==> src/rtl/pcid_defines.svh <==
`ifndef PCID_DEFINES_SVH
`define PCID_DEFINES_SVH

// Configuration dword offsets
`define PCID_OFS_ID 8'h00
`define PCID_OFS_CMD 8'h04

// Bus command codes on the C/BE lines
`define PCID_CMD_CFG_READ 4'hA
`define PCID_CMD_CFG_WRITE 4'hB

// Command register bit positions
`define PCID_BIT_IOSPACE 0
`define PCID_BIT_MEMSPACE 1
`define PCID_BIT_MASTER 2
`define PCID_BIT_SPCYCLE 3
`define PCID_BIT_MWI 4
`define PCID_BIT_VGASNOOP 5
`define PCID_BIT_PERRESP 6
`define PCID_BIT_WAITSTEP 7
`define PCID_BIT_SERRESP 8
`define PCID_BIT_FASTB2B 9

// Writable bits and reset value
`define PCID_CMD_WR_MASK 16'h0157
`define PCID_CMD_RESET 16'h0000

// Timing: override window after reset release
`define PCID_CLK_PERIOD_NS 10
`define PCID_OVR_WINDOW_NS 1000
`define PCID_OVR_WINDOW_CYC (`PCID_OVR_WINDOW_NS / `PCID_CLK_PERIOD_NS)

`endif

==> src/rtl/pcid_pkg.sv <==
package pcid_pkg;
	// Phase of the identification byte override
	typedef enum logic [1:0] {
		PCID_OVR_RESET,
		PCID_OVR_OPEN,
		PCID_OVR_LOCKED
	} pcid_ovr_state_t;

	typedef logic [15:0] pcid_word16_t;
endpackage

==> src/rtl/pcid_id_latch.sv <==
`include "pcid_defines.svh"

module pcid_id_latch
	import pcid_pkg::*;
#(
	parameter logic [7:0] DEFAULT_HIGH = 8'h5A,
	parameter int WINDOW_CYC = `PCID_OVR_WINDOW_CYC
) (
	input wire logic mclk,
	input wire logic sys_rst,
	input wire logic override_en,
	input wire logic [7:0] external_code_override,
	output logic [7:0] product_code_high_byte,
	output logic override_open
);
	pcid_ovr_state_t state;
	logic [15:0] win_cnt;
	wire logic win_done = (win_cnt >= 16'(WINDOW_CYC - 1));
	wire logic take_ext = override_en && (sys_rst || state != PCID_OVR_LOCKED);

	assign override_open = sys_rst || (state != PCID_OVR_LOCKED);

	// Byte follows the override while reset is held and for the window after
	always_ff @(posedge mclk) begin
		if (take_ext) begin
			product_code_high_byte <= external_code_override;
		end else if (sys_rst) begin
			product_code_high_byte <= DEFAULT_HIGH;
		end
	end

	// Window timer; locks the byte for good until the next reset
	always_ff @(posedge mclk) begin
		if (sys_rst) begin
			state <= PCID_OVR_RESET;
			win_cnt <= 16'h0000;
		end else begin
			case (state)
				PCID_OVR_RESET: begin
					state <= PCID_OVR_OPEN;
				end
				PCID_OVR_OPEN: begin
					win_cnt <= win_cnt + 16'h0001;
					if (win_done) begin
						state <= PCID_OVR_LOCKED;
					end
				end
				default: begin
					state <= PCID_OVR_LOCKED;
				end
			endcase
		end
	end
endmodule // pcid_id_latch

==> src/rtl/pcid_cfg_regs.sv <==
`include "pcid_defines.svh"

module pcid_cfg_regs
	import pcid_pkg::*;
#(
	// Arbitrary neutral identity values
	parameter logic [15:0] PRODUCT_CODE_DEFAULT = 16'h5A3C,
	parameter logic [15:0] VENDOR_CODE = 16'h1234,
	parameter int OVR_WINDOW_CYC = `PCID_OVR_WINDOW_CYC
) (
	input wire logic mclk,
	input wire logic sys_rst,
	input wire logic cfg_valid,
	input wire logic cfg_idsel,
	input wire logic [7:0] cfg_addr,
	input wire logic [3:0] cfg_cmd,
	input wire logic [3:0] cfg_be_n,
	input wire logic [31:0] cfg_wdata,
	output logic cfg_accept,
	output logic cfg_rvalid,
	output logic [31:0] cfg_rdata,
	input wire logic dev_id_rd,
	output logic dev_id_rvalid,
	output logic [15:0] dev_id_rdata,
	input wire logic override_en,
	input wire logic [7:0] external_code_override,
	input wire logic tgt_addr_parity_err,
	input wire logic tgt_wr_data_parity_err,
	input wire logic mst_rd_data_parity_err,
	input wire logic special_cycle_phase,
	input wire logic detected_parity_error_flag,
	input wire logic data_parity_reported_flag,
	input wire logic intr_enable,
	output logic serr_n_o,
	output logic serr_oe,
	output logic perr_n_o,
	output logic perr_oe,
	output logic interrupt_request_out,
	output logic io_space_enable,
	output logic mem_space_enable,
	output logic bus_master_enable,
	output logic mwi_enable,
	output logic system_error_response_enable,
	output logic parity_error_response_enable
);
	// Byte enables (active low) to a 16-bit write mask
	function automatic logic [15:0] lane_mask(input logic [1:0] be_n);
		lane_mask = {{8{~be_n[1]}}, {8{~be_n[0]}}};
	endfunction

	pcid_word16_t cmd_reg;
	pcid_word16_t product_identification_word;
	pcid_word16_t next_cmd;
	logic [7:0] product_code_high_byte;
	logic [7:0] product_code_low_byte;
	logic override_open;
	logic serr_drive;
	logic perr_drive;

	// High byte may be replaced around reset; low byte fixed
	pcid_id_latch #(
		.DEFAULT_HIGH(PRODUCT_CODE_DEFAULT[15:8]),
		.WINDOW_CYC(OVR_WINDOW_CYC)
	) u_id_latch (
		.mclk(mclk),
		.sys_rst(sys_rst),
		.override_en(override_en),
		.external_code_override(external_code_override),
		.product_code_high_byte(product_code_high_byte),
		.override_open(override_open)
	);

	// Four nibbles: first character lowest, fourth highest
	assign product_code_low_byte = PRODUCT_CODE_DEFAULT[7:0];
	assign product_identification_word = {product_code_high_byte, product_code_low_byte};

	// Access decode; anything else on the bus is simply not claimed
	wire logic cfg_is_rd = (cfg_cmd == `PCID_CMD_CFG_READ);
	wire logic cfg_is_wr = (cfg_cmd == `PCID_CMD_CFG_WRITE);
	wire logic cfg_hit = cfg_valid && cfg_idsel && (cfg_addr[1:0] == 2'b00);
	assign cfg_accept = cfg_hit && (cfg_is_rd || cfg_is_wr);
	wire logic sel_id = (cfg_addr[7:2] == 6'(`PCID_OFS_ID >> 2));
	wire logic sel_cmd = (cfg_addr[7:2] == 6'(`PCID_OFS_CMD >> 2));
	wire logic cmd_wr = cfg_accept && cfg_is_wr && sel_cmd;

	// Only writable bits take data; fixed-zero bits never store
	wire logic [15:0] wr_mask = lane_mask(cfg_be_n[1:0]) & `PCID_CMD_WR_MASK;
	assign next_cmd = (cmd_reg & ~wr_mask) | (cfg_wdata[15:0] & wr_mask);

	// Read mux; status half and unmapped words return zero
	wire logic [31:0] rd_word =
		sel_id ? {product_identification_word, VENDOR_CODE} :
		sel_cmd ? {16'h0000, cmd_reg} :
		32'h0000_0000;

	// Command register; reset clears every writable bit
	always_ff @(posedge mclk) begin
		if (sys_rst) begin
			cmd_reg <= `PCID_CMD_RESET;
		end else if (cmd_wr) begin
			cmd_reg <= next_cmd;
		end
	end

	// Configuration read answer one cycle after acceptance
	always_ff @(posedge mclk) begin
		if (sys_rst) begin
			cfg_rvalid <= 1'b0;
			cfg_rdata <= 32'h0000_0000;
		end else begin
			cfg_rvalid <= cfg_accept && cfg_is_rd;
			cfg_rdata <= (cfg_accept && cfg_is_rd) ? rd_word : 32'h0000_0000;
		end
	end

	// Device-space copy; gated by space enables, not by sequencer halt
	wire logic dev_ok = cmd_reg[`PCID_BIT_IOSPACE] || cmd_reg[`PCID_BIT_MEMSPACE];
	always_ff @(posedge mclk) begin
		if (sys_rst) begin
			dev_id_rvalid <= 1'b0;
			dev_id_rdata <= 16'h0000;
		end else begin
			dev_id_rvalid <= dev_id_rd && dev_ok;
			dev_id_rdata <= (dev_id_rd && dev_ok) ? product_identification_word : 16'h0000;
		end
	end

	// Enables to the rest of the device; all zero means disconnected
	assign io_space_enable = cmd_reg[`PCID_BIT_IOSPACE];
	assign mem_space_enable = cmd_reg[`PCID_BIT_MEMSPACE];
	assign bus_master_enable = cmd_reg[`PCID_BIT_MASTER];
	assign mwi_enable = cmd_reg[`PCID_BIT_MWI];
	assign system_error_response_enable = cmd_reg[`PCID_BIT_SERRESP];
	assign parity_error_response_enable = cmd_reg[`PCID_BIT_PERRESP];

	// Error reporting; master side has no address parity input at all
	wire logic serr_cause = tgt_addr_parity_err && system_error_response_enable
		&& parity_error_response_enable;
	wire logic perr_cause = parity_error_response_enable && !special_cycle_phase
		&& (tgt_wr_data_parity_err || mst_rd_data_parity_err);
	wire logic irq_cause = parity_error_response_enable && intr_enable
		&& (detected_parity_error_flag || data_parity_reported_flag);

	// Registered pin drive; open-drain pulls low only while enabled
	always_ff @(posedge mclk) begin
		if (sys_rst) begin
			serr_drive <= 1'b0;
			perr_drive <= 1'b0;
			interrupt_request_out <= 1'b0;
		end else begin
			serr_drive <= serr_cause;
			perr_drive <= perr_cause;
			interrupt_request_out <= irq_cause;
		end
	end

	assign serr_oe = serr_drive;
	assign serr_n_o = ~serr_drive;
	assign perr_oe = perr_drive;
	assign perr_n_o = ~perr_drive;

	// Checks
	property p_id_cfg_read;
		@(posedge mclk) disable iff (sys_rst)
		cfg_accept && cfg_is_rd && sel_id |=>
			cfg_rvalid && (cfg_rdata[31:16] == $past(product_identification_word));
	endproperty
	a_id_cfg_read: assert property (p_id_cfg_read) else $error("id config read wrong");

	property p_dev_read_gate;
		@(posedge mclk) disable iff (sys_rst)
		dev_id_rd |=> (dev_id_rvalid == $past(dev_ok))
			&& (!dev_id_rvalid || dev_id_rdata == $past(product_identification_word));
	endproperty
	a_dev_read_gate: assert property (p_dev_read_gate) else $error("device id read gating");

	property p_id_locked;
		@(posedge mclk) disable iff (sys_rst)
		!override_open |=> $stable(product_identification_word);
	endproperty
	a_id_locked: assert property (p_id_locked) else $error("id changed after window");

	property p_low_byte_fixed;
		@(posedge mclk) disable iff (sys_rst)
		product_identification_word[7:0] == PRODUCT_CODE_DEFAULT[7:0];
	endproperty
	a_low_byte_fixed: assert property (p_low_byte_fixed) else $error("low id byte moved");

	property p_disconnect;
		@(posedge mclk) disable iff (sys_rst)
		cmd_wr && (cfg_be_n[1:0] == 2'b00) && (cfg_wdata[15:0] == 16'h0000) |=>
			!io_space_enable && !mem_space_enable && !bus_master_enable && !mwi_enable;
	endproperty
	a_disconnect: assert property (p_disconnect) else $error("zero write left enables");

	property p_cmd_read;
		@(posedge mclk) disable iff (sys_rst)
		cfg_accept && cfg_is_rd && sel_cmd |=>
			cfg_rvalid && (cfg_rdata == {16'h0000, $past(cmd_reg)});
	endproperty
	a_cmd_read: assert property (p_cmd_read) else $error("command read wrong");

	property p_zero_bits;
		@(posedge mclk) disable iff (sys_rst)
		(cmd_reg & ~`PCID_CMD_WR_MASK) == 16'h0000;
	endproperty
	a_zero_bits: assert property (p_zero_bits) else $error("fixed-zero bit set");

	property p_serr;
		@(posedge mclk) disable iff (sys_rst)
		##1 serr_oe == $past(tgt_addr_parity_err && system_error_response_enable
			&& parity_error_response_enable);
	endproperty
	a_serr: assert property (p_serr) else $error("system error drive mismatch");

	property p_perr;
		@(posedge mclk) disable iff (sys_rst)
		parity_error_response_enable && !special_cycle_phase
			&& (tgt_wr_data_parity_err || mst_rd_data_parity_err)
			|=> perr_oe && !perr_n_o;
	endproperty
	a_perr: assert property (p_perr) else $error("parity error not driven");

	property p_perr_quiet;
		@(posedge mclk) disable iff (sys_rst)
		!parity_error_response_enable || special_cycle_phase |=> !perr_oe;
	endproperty
	a_perr_quiet: assert property (p_perr_quiet) else $error("parity error driven");

	property p_irq;
		@(posedge mclk) disable iff (sys_rst)
		interrupt_request_out |-> $past(parity_error_response_enable && intr_enable);
	endproperty
	a_irq: assert property (p_irq) else $error("interrupt without enables");

	property p_reset_clear;
		@(posedge mclk)
		sys_rst |=> !system_error_response_enable && !parity_error_response_enable
			&& !serr_oe && !perr_oe && (cmd_reg == `PCID_CMD_RESET);
	endproperty
	a_reset_clear: assert property (p_reset_clear) else $error("reset left bits set");

	property p_unclaimed;
		@(posedge mclk) disable iff (sys_rst)
		cfg_valid && !cfg_accept |=> $stable(cmd_reg) && !cfg_rvalid;
	endproperty
	a_unclaimed: assert property (p_unclaimed) else $error("unclaimed access acted");

	property p_id_write_ignored;
		@(posedge mclk) disable iff (sys_rst)
		cfg_accept && cfg_is_wr && !sel_cmd |=> $stable(cmd_reg) && !cfg_rvalid;
	endproperty
	a_id_write_ignored: assert property (p_id_write_ignored) else $error("id write acted");

	property p_rdata_idle;
		@(posedge mclk) disable iff (sys_rst)
		!cfg_rvalid |->
			cfg_rdata == 32'h0000_0000;
	endproperty
	a_rdata_idle: assert property (p_rdata_idle) else $error("read data not cleared");

	property p_dev_rdata_idle;
		@(posedge mclk) disable iff (sys_rst)
		!dev_id_rvalid |->
			dev_id_rdata == 16'h0000;
	endproperty
	a_dev_rdata_idle: assert property (p_dev_rdata_idle) else $error("device data not cleared");

	property p_serr_source;
		@(posedge mclk) disable iff (sys_rst)
		!tgt_addr_parity_err |=>
			!serr_oe && serr_n_o;
	endproperty
	a_serr_source: assert property (p_serr_source) else $error("system error without cause");

	property p_pin_levels;
		@(posedge mclk) disable iff (sys_rst)
		(serr_n_o == !serr_oe)
			&& (perr_n_o == !perr_oe);
	endproperty
	a_pin_levels: assert property (p_pin_levels) else $error("pin level and enable differ");

	property p_cmd_wr_full;
		@(posedge mclk) disable iff (sys_rst)
		cmd_wr && (cfg_be_n[1:0] == 2'b00) |=>
			cmd_reg == ($past(cfg_wdata[15:0]) & `PCID_CMD_WR_MASK);
	endproperty
	a_cmd_wr_full: assert property (p_cmd_wr_full) else $error("command write wrong");

	property p_irq_raise;
		@(posedge mclk) disable iff (sys_rst)
		parity_error_response_enable && intr_enable
			&& (detected_parity_error_flag || data_parity_reported_flag)
			|=> interrupt_request_out;
	endproperty
	a_irq_raise: assert property (p_irq_raise) else $error("interrupt not raised");

	property p_accept_decode;
		@(posedge mclk) disable iff (sys_rst)
		cfg_accept |->
			cfg_valid && cfg_idsel && (cfg_addr[1:0] == 2'b00);
	endproperty
	a_accept_decode: assert property (p_accept_decode) else $error("access claimed wrongly");

	property p_dev_refused;
		@(posedge mclk) disable iff (sys_rst)
		dev_id_rd && !io_space_enable && !mem_space_enable |=>
			!dev_id_rvalid;
	endproperty
	a_dev_refused: assert property (p_dev_refused) else $error("device read while disabled");
endmodule // pcid_cfg_regs

==> config.mk <==
export PLATFORM = sky130hd
export DESIGN_NAME = pcid_cfg_regs
export DESIGN_NICKNAME = d
export VERILOG_FILES = /design/src/rtl/pcid_pkg.sv /design/src/rtl/pcid_id_latch.sv /design/src/rtl/pcid_cfg_regs.sv
export VERILOG_INCLUDE_DIRS = /design/src /design/src/rtl
export SDC_FILE = /design/constraint.sdc
export NUM_CORES = 1
export LEC_CHECK = 0
export BUFFER_PORTS_ARGS = -buffer_cell sky130_fd_sc_hd__clkbuf_2
export CAP_MARGIN = 15
export CORE_ASPECT_RATIO = 1.1
export CORE_MARGIN = 5
export CORE_UTILIZATION = 35
export CTS_BUF_LIST = sky130_fd_sc_hd__clkbuf_8
export CTS_CLUSTER_DIAMETER = 60
export DETAILED_ROUTE_END_ITERATION = 8
export PLACE_DENSITY_LB_ADDON = 0.12
export SLEW_MARGIN = 10
export SYNTH_ARGS = -nofsm -noshare
export SYNTH_HDL_FRONTEND = slang
export SYNTH_SLANG_ARGS = --single-unit
==> constraint.sdc <==
create_clock -name mclk -period 4.9 [get_ports mclk]
set_input_delay 1.225 -clock mclk [delete_from_list [all_inputs] [get_ports mclk]]
set_output_delay 1.225 -clock mclk [all_outputs]
set_load 0.03 [all_outputs]
-- Word level (Yosys, flattened, before mapping)
Cells that the tools add are included.
- logic and storage cells: 68
- RAM bits: 0
- flip-flop bits (word level): 95
- input port bits: 69
- latch bits: 0
- memory bits (read-only): 0
- memories kept: 0
- shift-type cells: 0
- eq/ne operators: 6
- add/sub/neg operators: 1
- $lt $le $gt $ge: 1
- multiplexer cells: 7
- bitwise gates (word level): 11
- div/mod/pow operators: 0
- multipliers: 0
- reduce and logical (&&, ||, !) cells: 28
- operators with widths (cell ; count):
    $mux 32 ; 1
    $add 16x1->16 const B ; 1
    $and 16x16->16 ; 1
    $and 16x9->16 ; 1
    $ge 16x7->1 const B ; 1
    $mux 16 ; 1
    $mux 8 ; 2
    $not 9->16 ; 1
    $or 16x16->16 ; 1
    $logic_and 1x1->1 ; 14
    $eq 4x4->1 const B ; 2
    $not 1->1 ; 7
    $eq 6x1->1 const B ; 1
    $logic_not 6->1 ; 1
    $mux 6 ; 1
    $logic_or 1x1->1 ; 5
    $logic_not 2->1 ; 2
    $pmux 2 s2 ; 1
    $reduce_or 2->1 ; 2
    $reduce_or 4->1 ; 1
    $reduce_or 3->1 ; 1
    $eq 2x1->1 const B ; 1
    $mux 2 ; 1
    $ne 2x1->1 const B ; 1
    other kinds (3) ; 3

-- Longest topological paths before layout
- word-level depth: 6
- depth in mapped cells: 5

-- Hierarchy
A second synthesis with hierarchy kept.
- cell total of the unflattened synthesis: 239
- area total of the unflattened synthesis: 2426.1 um^2
- by module, submodules not included (module ; sequential area each (um^2) ; area an instance (um^2) ; cells each ; times used):
    pcid_cfg_regs ; 680.7 ; 1310.0 ; 127 ; 1
    pcid_id_latch ; 600.6 ; 1116.1 ; 112 ; 1

-- Worst setup path after synthesis
Ideal clock, no wire load.
- kind: input to output
- start: input port cfg_cmd[2]
- end: output port cfg_accept
- arrival time: 1913 ps
- slack: 1762 ps
- required time: 3675 ps
- path buffers: 0
- stages: 3
- cell sequence: and4bb_2 -> nand4b_2 -> inv_1
- longest elaborated chain between the ends: 3
- elaborated cells between the ends (all ways): 4
- ends and longest elaborated chain (element ; line ; RTL):
    start, declared ; pcid_cfg_regs.sv:16 ; input wire logic [3:0] cfg_cmd,
    $eq 4x4->1 (no line) ; n/a ;
    $logic_or 1x1->1 (*) ; pcid_cfg_regs.sv:81 ; assign cfg_accept = cfg_hit && (cfg_is_rd || cfg_is_wr);
    $logic_and 1x1->1 (*) ; pcid_cfg_regs.sv:81 ;
    end, declared ; pcid_cfg_regs.sv:19 ; output logic cfg_accept,
Every way passes the cells marked *; elsewhere a longest branch is shown, timed or not.

-- Worst setup path in the final report
Same ends and word-level chain as after synthesis.

==> impl_metrics.yaml <==
worst_setup_path:
  cp.buffers_inverters: 3
  crit_family: "simple AND/OR/NAND/NOR gates"
  crit_fanout: 6
  slowest_delay_ns: 0.30
  crit_path_cell_trace: "clkbuf_2 -> and4bb_2 -> nand4b_2 -> inv_1 -> clkbuf_2"
  cp-end-kind: "primary output"
  cp_slowest_cell: "and4bb_2"
  cpMostUsedCell: "clkbuf_2"
  required_ns: 3.67
  critical_path.startpoint_type: "input port"
  crit_type: "in -> out"
  arrival_ns: 2.10
min_path:
  hold_path.class: "reg -> reg"
floorplanning:
  dieArea_mm2: 0.00866
  initial_core_util_pct: 36.4
  die_h_um: 97.1
  ioPinCount: 131
  die_w_um: 89.2
  core_mm2: 0.00663
  rows: 31
clocking:
  cts_tree: "yes"
  clk_path_buf_depth: 2
  root_buffer: "clkbuf_8"
  clk-insertion-delay-late_ns: 0.33
  hold_buffers: 0
  clock-sinks: 60
  clkTransAtPathRegs_ns: 0.07
  cts.repair.resized: 0
  htree_levels: 3
  post_cts_buffers: 0
  cts_buffers: 9
sta:
  tns_ns: 0
  max_clock_freq_mhz: 301
  fin_crit_sh_pct: 67.8
  clock_skew_ns: 0.00429
  setup_violations: 0
  rsz0062_at_grt: "false"
  tightest_slew_ns: 0.932
  relSlewSlack_pct: 37.3
  fin_crit_ns: 3.32
  slew_violations: 0
  final_hold_viol_count: 0
synthesis:
  netlist_area_mm2: 0.00241
  async_reset_ff_share_pct: 0
  synth_cell_types: 47
  synth_edf_count: 8
  synthFlopType: "dfxtp_1"
  ys_ff_latch: 60
  syn_area_per_cell_um2: 10.5
  yosysSeqAreaShare_pct: 53.1
  netlist_instances: 230
  ys_warn_count: 0
drt:
  wl_per_cell_um: 12.4
  finalWirelength_mm: 4.95
  drc: 0
  vias: 1788
  first_iter_violations: 46
  drtAntennaViolNets: 0
  vias_per_cell: 4.47
  first_pass_iters: 4
global_route:
  grt_pass1_vias: 1748
  grt-ovfl-total: 0
  antenna_found_initial: 0
  grt.total_usage_pct: 12.2
  grt_max_degree: 34
  grt_pass1_wl_mm: 8.37
finish:
  fin_area_mm2: 0.00301
  final_layout_size_suffix_gt1_share_pct: 36.5
  areaGrowthSynthToFinish_pct: 24.5
  fill_cells: 658
  diodes: 0
  final_nets: 383
pwr:
  power.total_mw: 0.997
  power.leakage_nw: 1.41
  ir_worst_vdd_mv: 0.169
  power_density_mw_per_mm2: 332
placement:
  hpwlAfterDp_mm: 3.74
  placed_area_mm2: 0.00281
  port_buffers: 87
  finalWeightedCongestion: 0.724
flow_run:
  drv_cap: 0
status:
  status: "completed"
## cell usage in the layout (no fill, tap or decap), drive strengths merged, types with 2 or more instances in the layout
cell	count
clkbuf	96
dfxtp	52
and2	25
nor2	22
conb	15
xor2	8
edfxtp	8
nand3	8
a21oi	7
nand4	7
mux2i	6
o31ai	5
nand2b	5
inv	5
or4	5
clkinv	5
nand2	4
nor3	4
nor4	3
and4bb	2
o21ai	2
a21o	2
nor3b	2
nor4bb	2
or3	2
## power breakdown
part / switching, mW / leakage (nW) / internal (mW)
logic: 0.0322 / 0.805 / 0.0198
registers: 0.00373 / 0.499 / 0.505
clock network: 0.199 / 0.104 / 0.237
total: 0.235 / 1.41 / 0.762
## metrics by stage
step	hold WS, ns	setup WS, ns	util (%)	instances
2_1_floorplan	0.438	1.76	-	244
3_3_place_gp	0.444	1.57	42.3	384
3_5_place_dp	0.449	1.56	42.3	384
4_1_cts	0.462	1.56	45.3	400
5_1_grt	0.481	1.47	45.3	400
6_report	0.462	1.58	45.3	400
## state kept, by name, indices dropped and copies added, names as in the netlist, named ones only
name	count
cfg_rdata	15
dev_id_rdata	9
interrupt_request_out	1
serr_oe	1
perr_oe	1
u_id_latch.state	2
u_id_latch.win_cnt	16
u_id_latch.product_code_high_byte	8
cfg_rvalid	1
## metal layers
layer / vias up / track usage [%] / part of all wire, %
li1: 925 / - / -
met1: 816 / 14.2 / 40
met2: 41 / 20.2 / 52
met3: 6 / 3.90 / 6.7
met4: 0 / 5.15 / 1.0
met5: - / 0 / 0
## synthesized netlist by cell type, drive strengths merged (2+ instances only)
| cell type | instances | area share, % |
|---|---|---|
| a21o | 2 | 0.62 |
| and2 | 25 | 6.5 |
| nand4 | 7 | 2.4 |
| nor3b | 2 | 0.62 |
| mux2i | 6 | 2.5 |
| and4bb | 2 | 1.0 |
| o21ai | 2 | 0.41 |
| buf | 28 | 8.4 |
| nand2 | 4 | 0.62 |
| nand3 | 8 | 1.9 |
| dfxtp | 52 | 43 |
| or4 | 5 | 1.6 |
| nand2b | 5 | 1.3 |
| o31ai | 5 | 1.6 |
| nor4 | 3 | 1.0 |
| nor4bb | 2 | 0.83 |
| a21oi | 7 | 1.5 |
| xor2 | 8 | 2.9 |
| nor3 | 4 | 0.83 |
| clkbuf | 2 | 0.31 |
| edfxtp | 8 | 10 |
| nor2 | 22 | 3.4 |
| or3 | 2 | 0.57 |
| inv | 4 | 0.62 |
## kinds of logic after synthesis
kind of cell | share of synthesized area (%)
multiplexers | 2.49
other | 0.155
flip-flops | 53.1
buffers and inverters | 9.38
XOR/XNOR | 3.27
AO/OA/AOI/OAI | 4.67
AND/OR/NAND/NOR | 26.4
adder cells (fa/ha/maj) | 0.518
## cell type report
type	count	area, µm²	share of cell area (%)
well taps	82	103	3.41
inverters	4	15.0	0.500
multi-input cells	150	965	32.1
flip-flops and latches	60	1280	42.6
clock buffers	9	124	4.12
clock inverters	7	75.1	2.50
repair buffers	88	443	14.7
## final timing paths
kind / start / end / cells after the start / slack [ns]
max: cfg_cmd[2] / cfg_accept / 5 / 1.58
min reg2reg: u_id_latch.product_code_high_byte[2]$_SDFFCE_PN0P_ / dev_id_rdata[10]$_SDFF_PP0_ / 1 / 0.46
min: u_id_latch.product_code_high_byte[2]$_SDFFCE_PN0P_ / dev_id_rdata[10]$_SDFF_PP0_ / 1 / 0.46
max reg2reg: u_id_latch.state[1]$_SDFFE_PP0P_ / u_id_latch.win_cnt[15]$_SDFFE_PP0N_ / 4 / 3.17
## worst register-to-register path: cells and delay by family (launching register included)
kind	cells	cell delay (ns)
AOI/OAI and AO/OA	1	0.15
and+or+nand+nor	3	1.14
DFF	1	0.35
(Power assumes the default switching activity.)
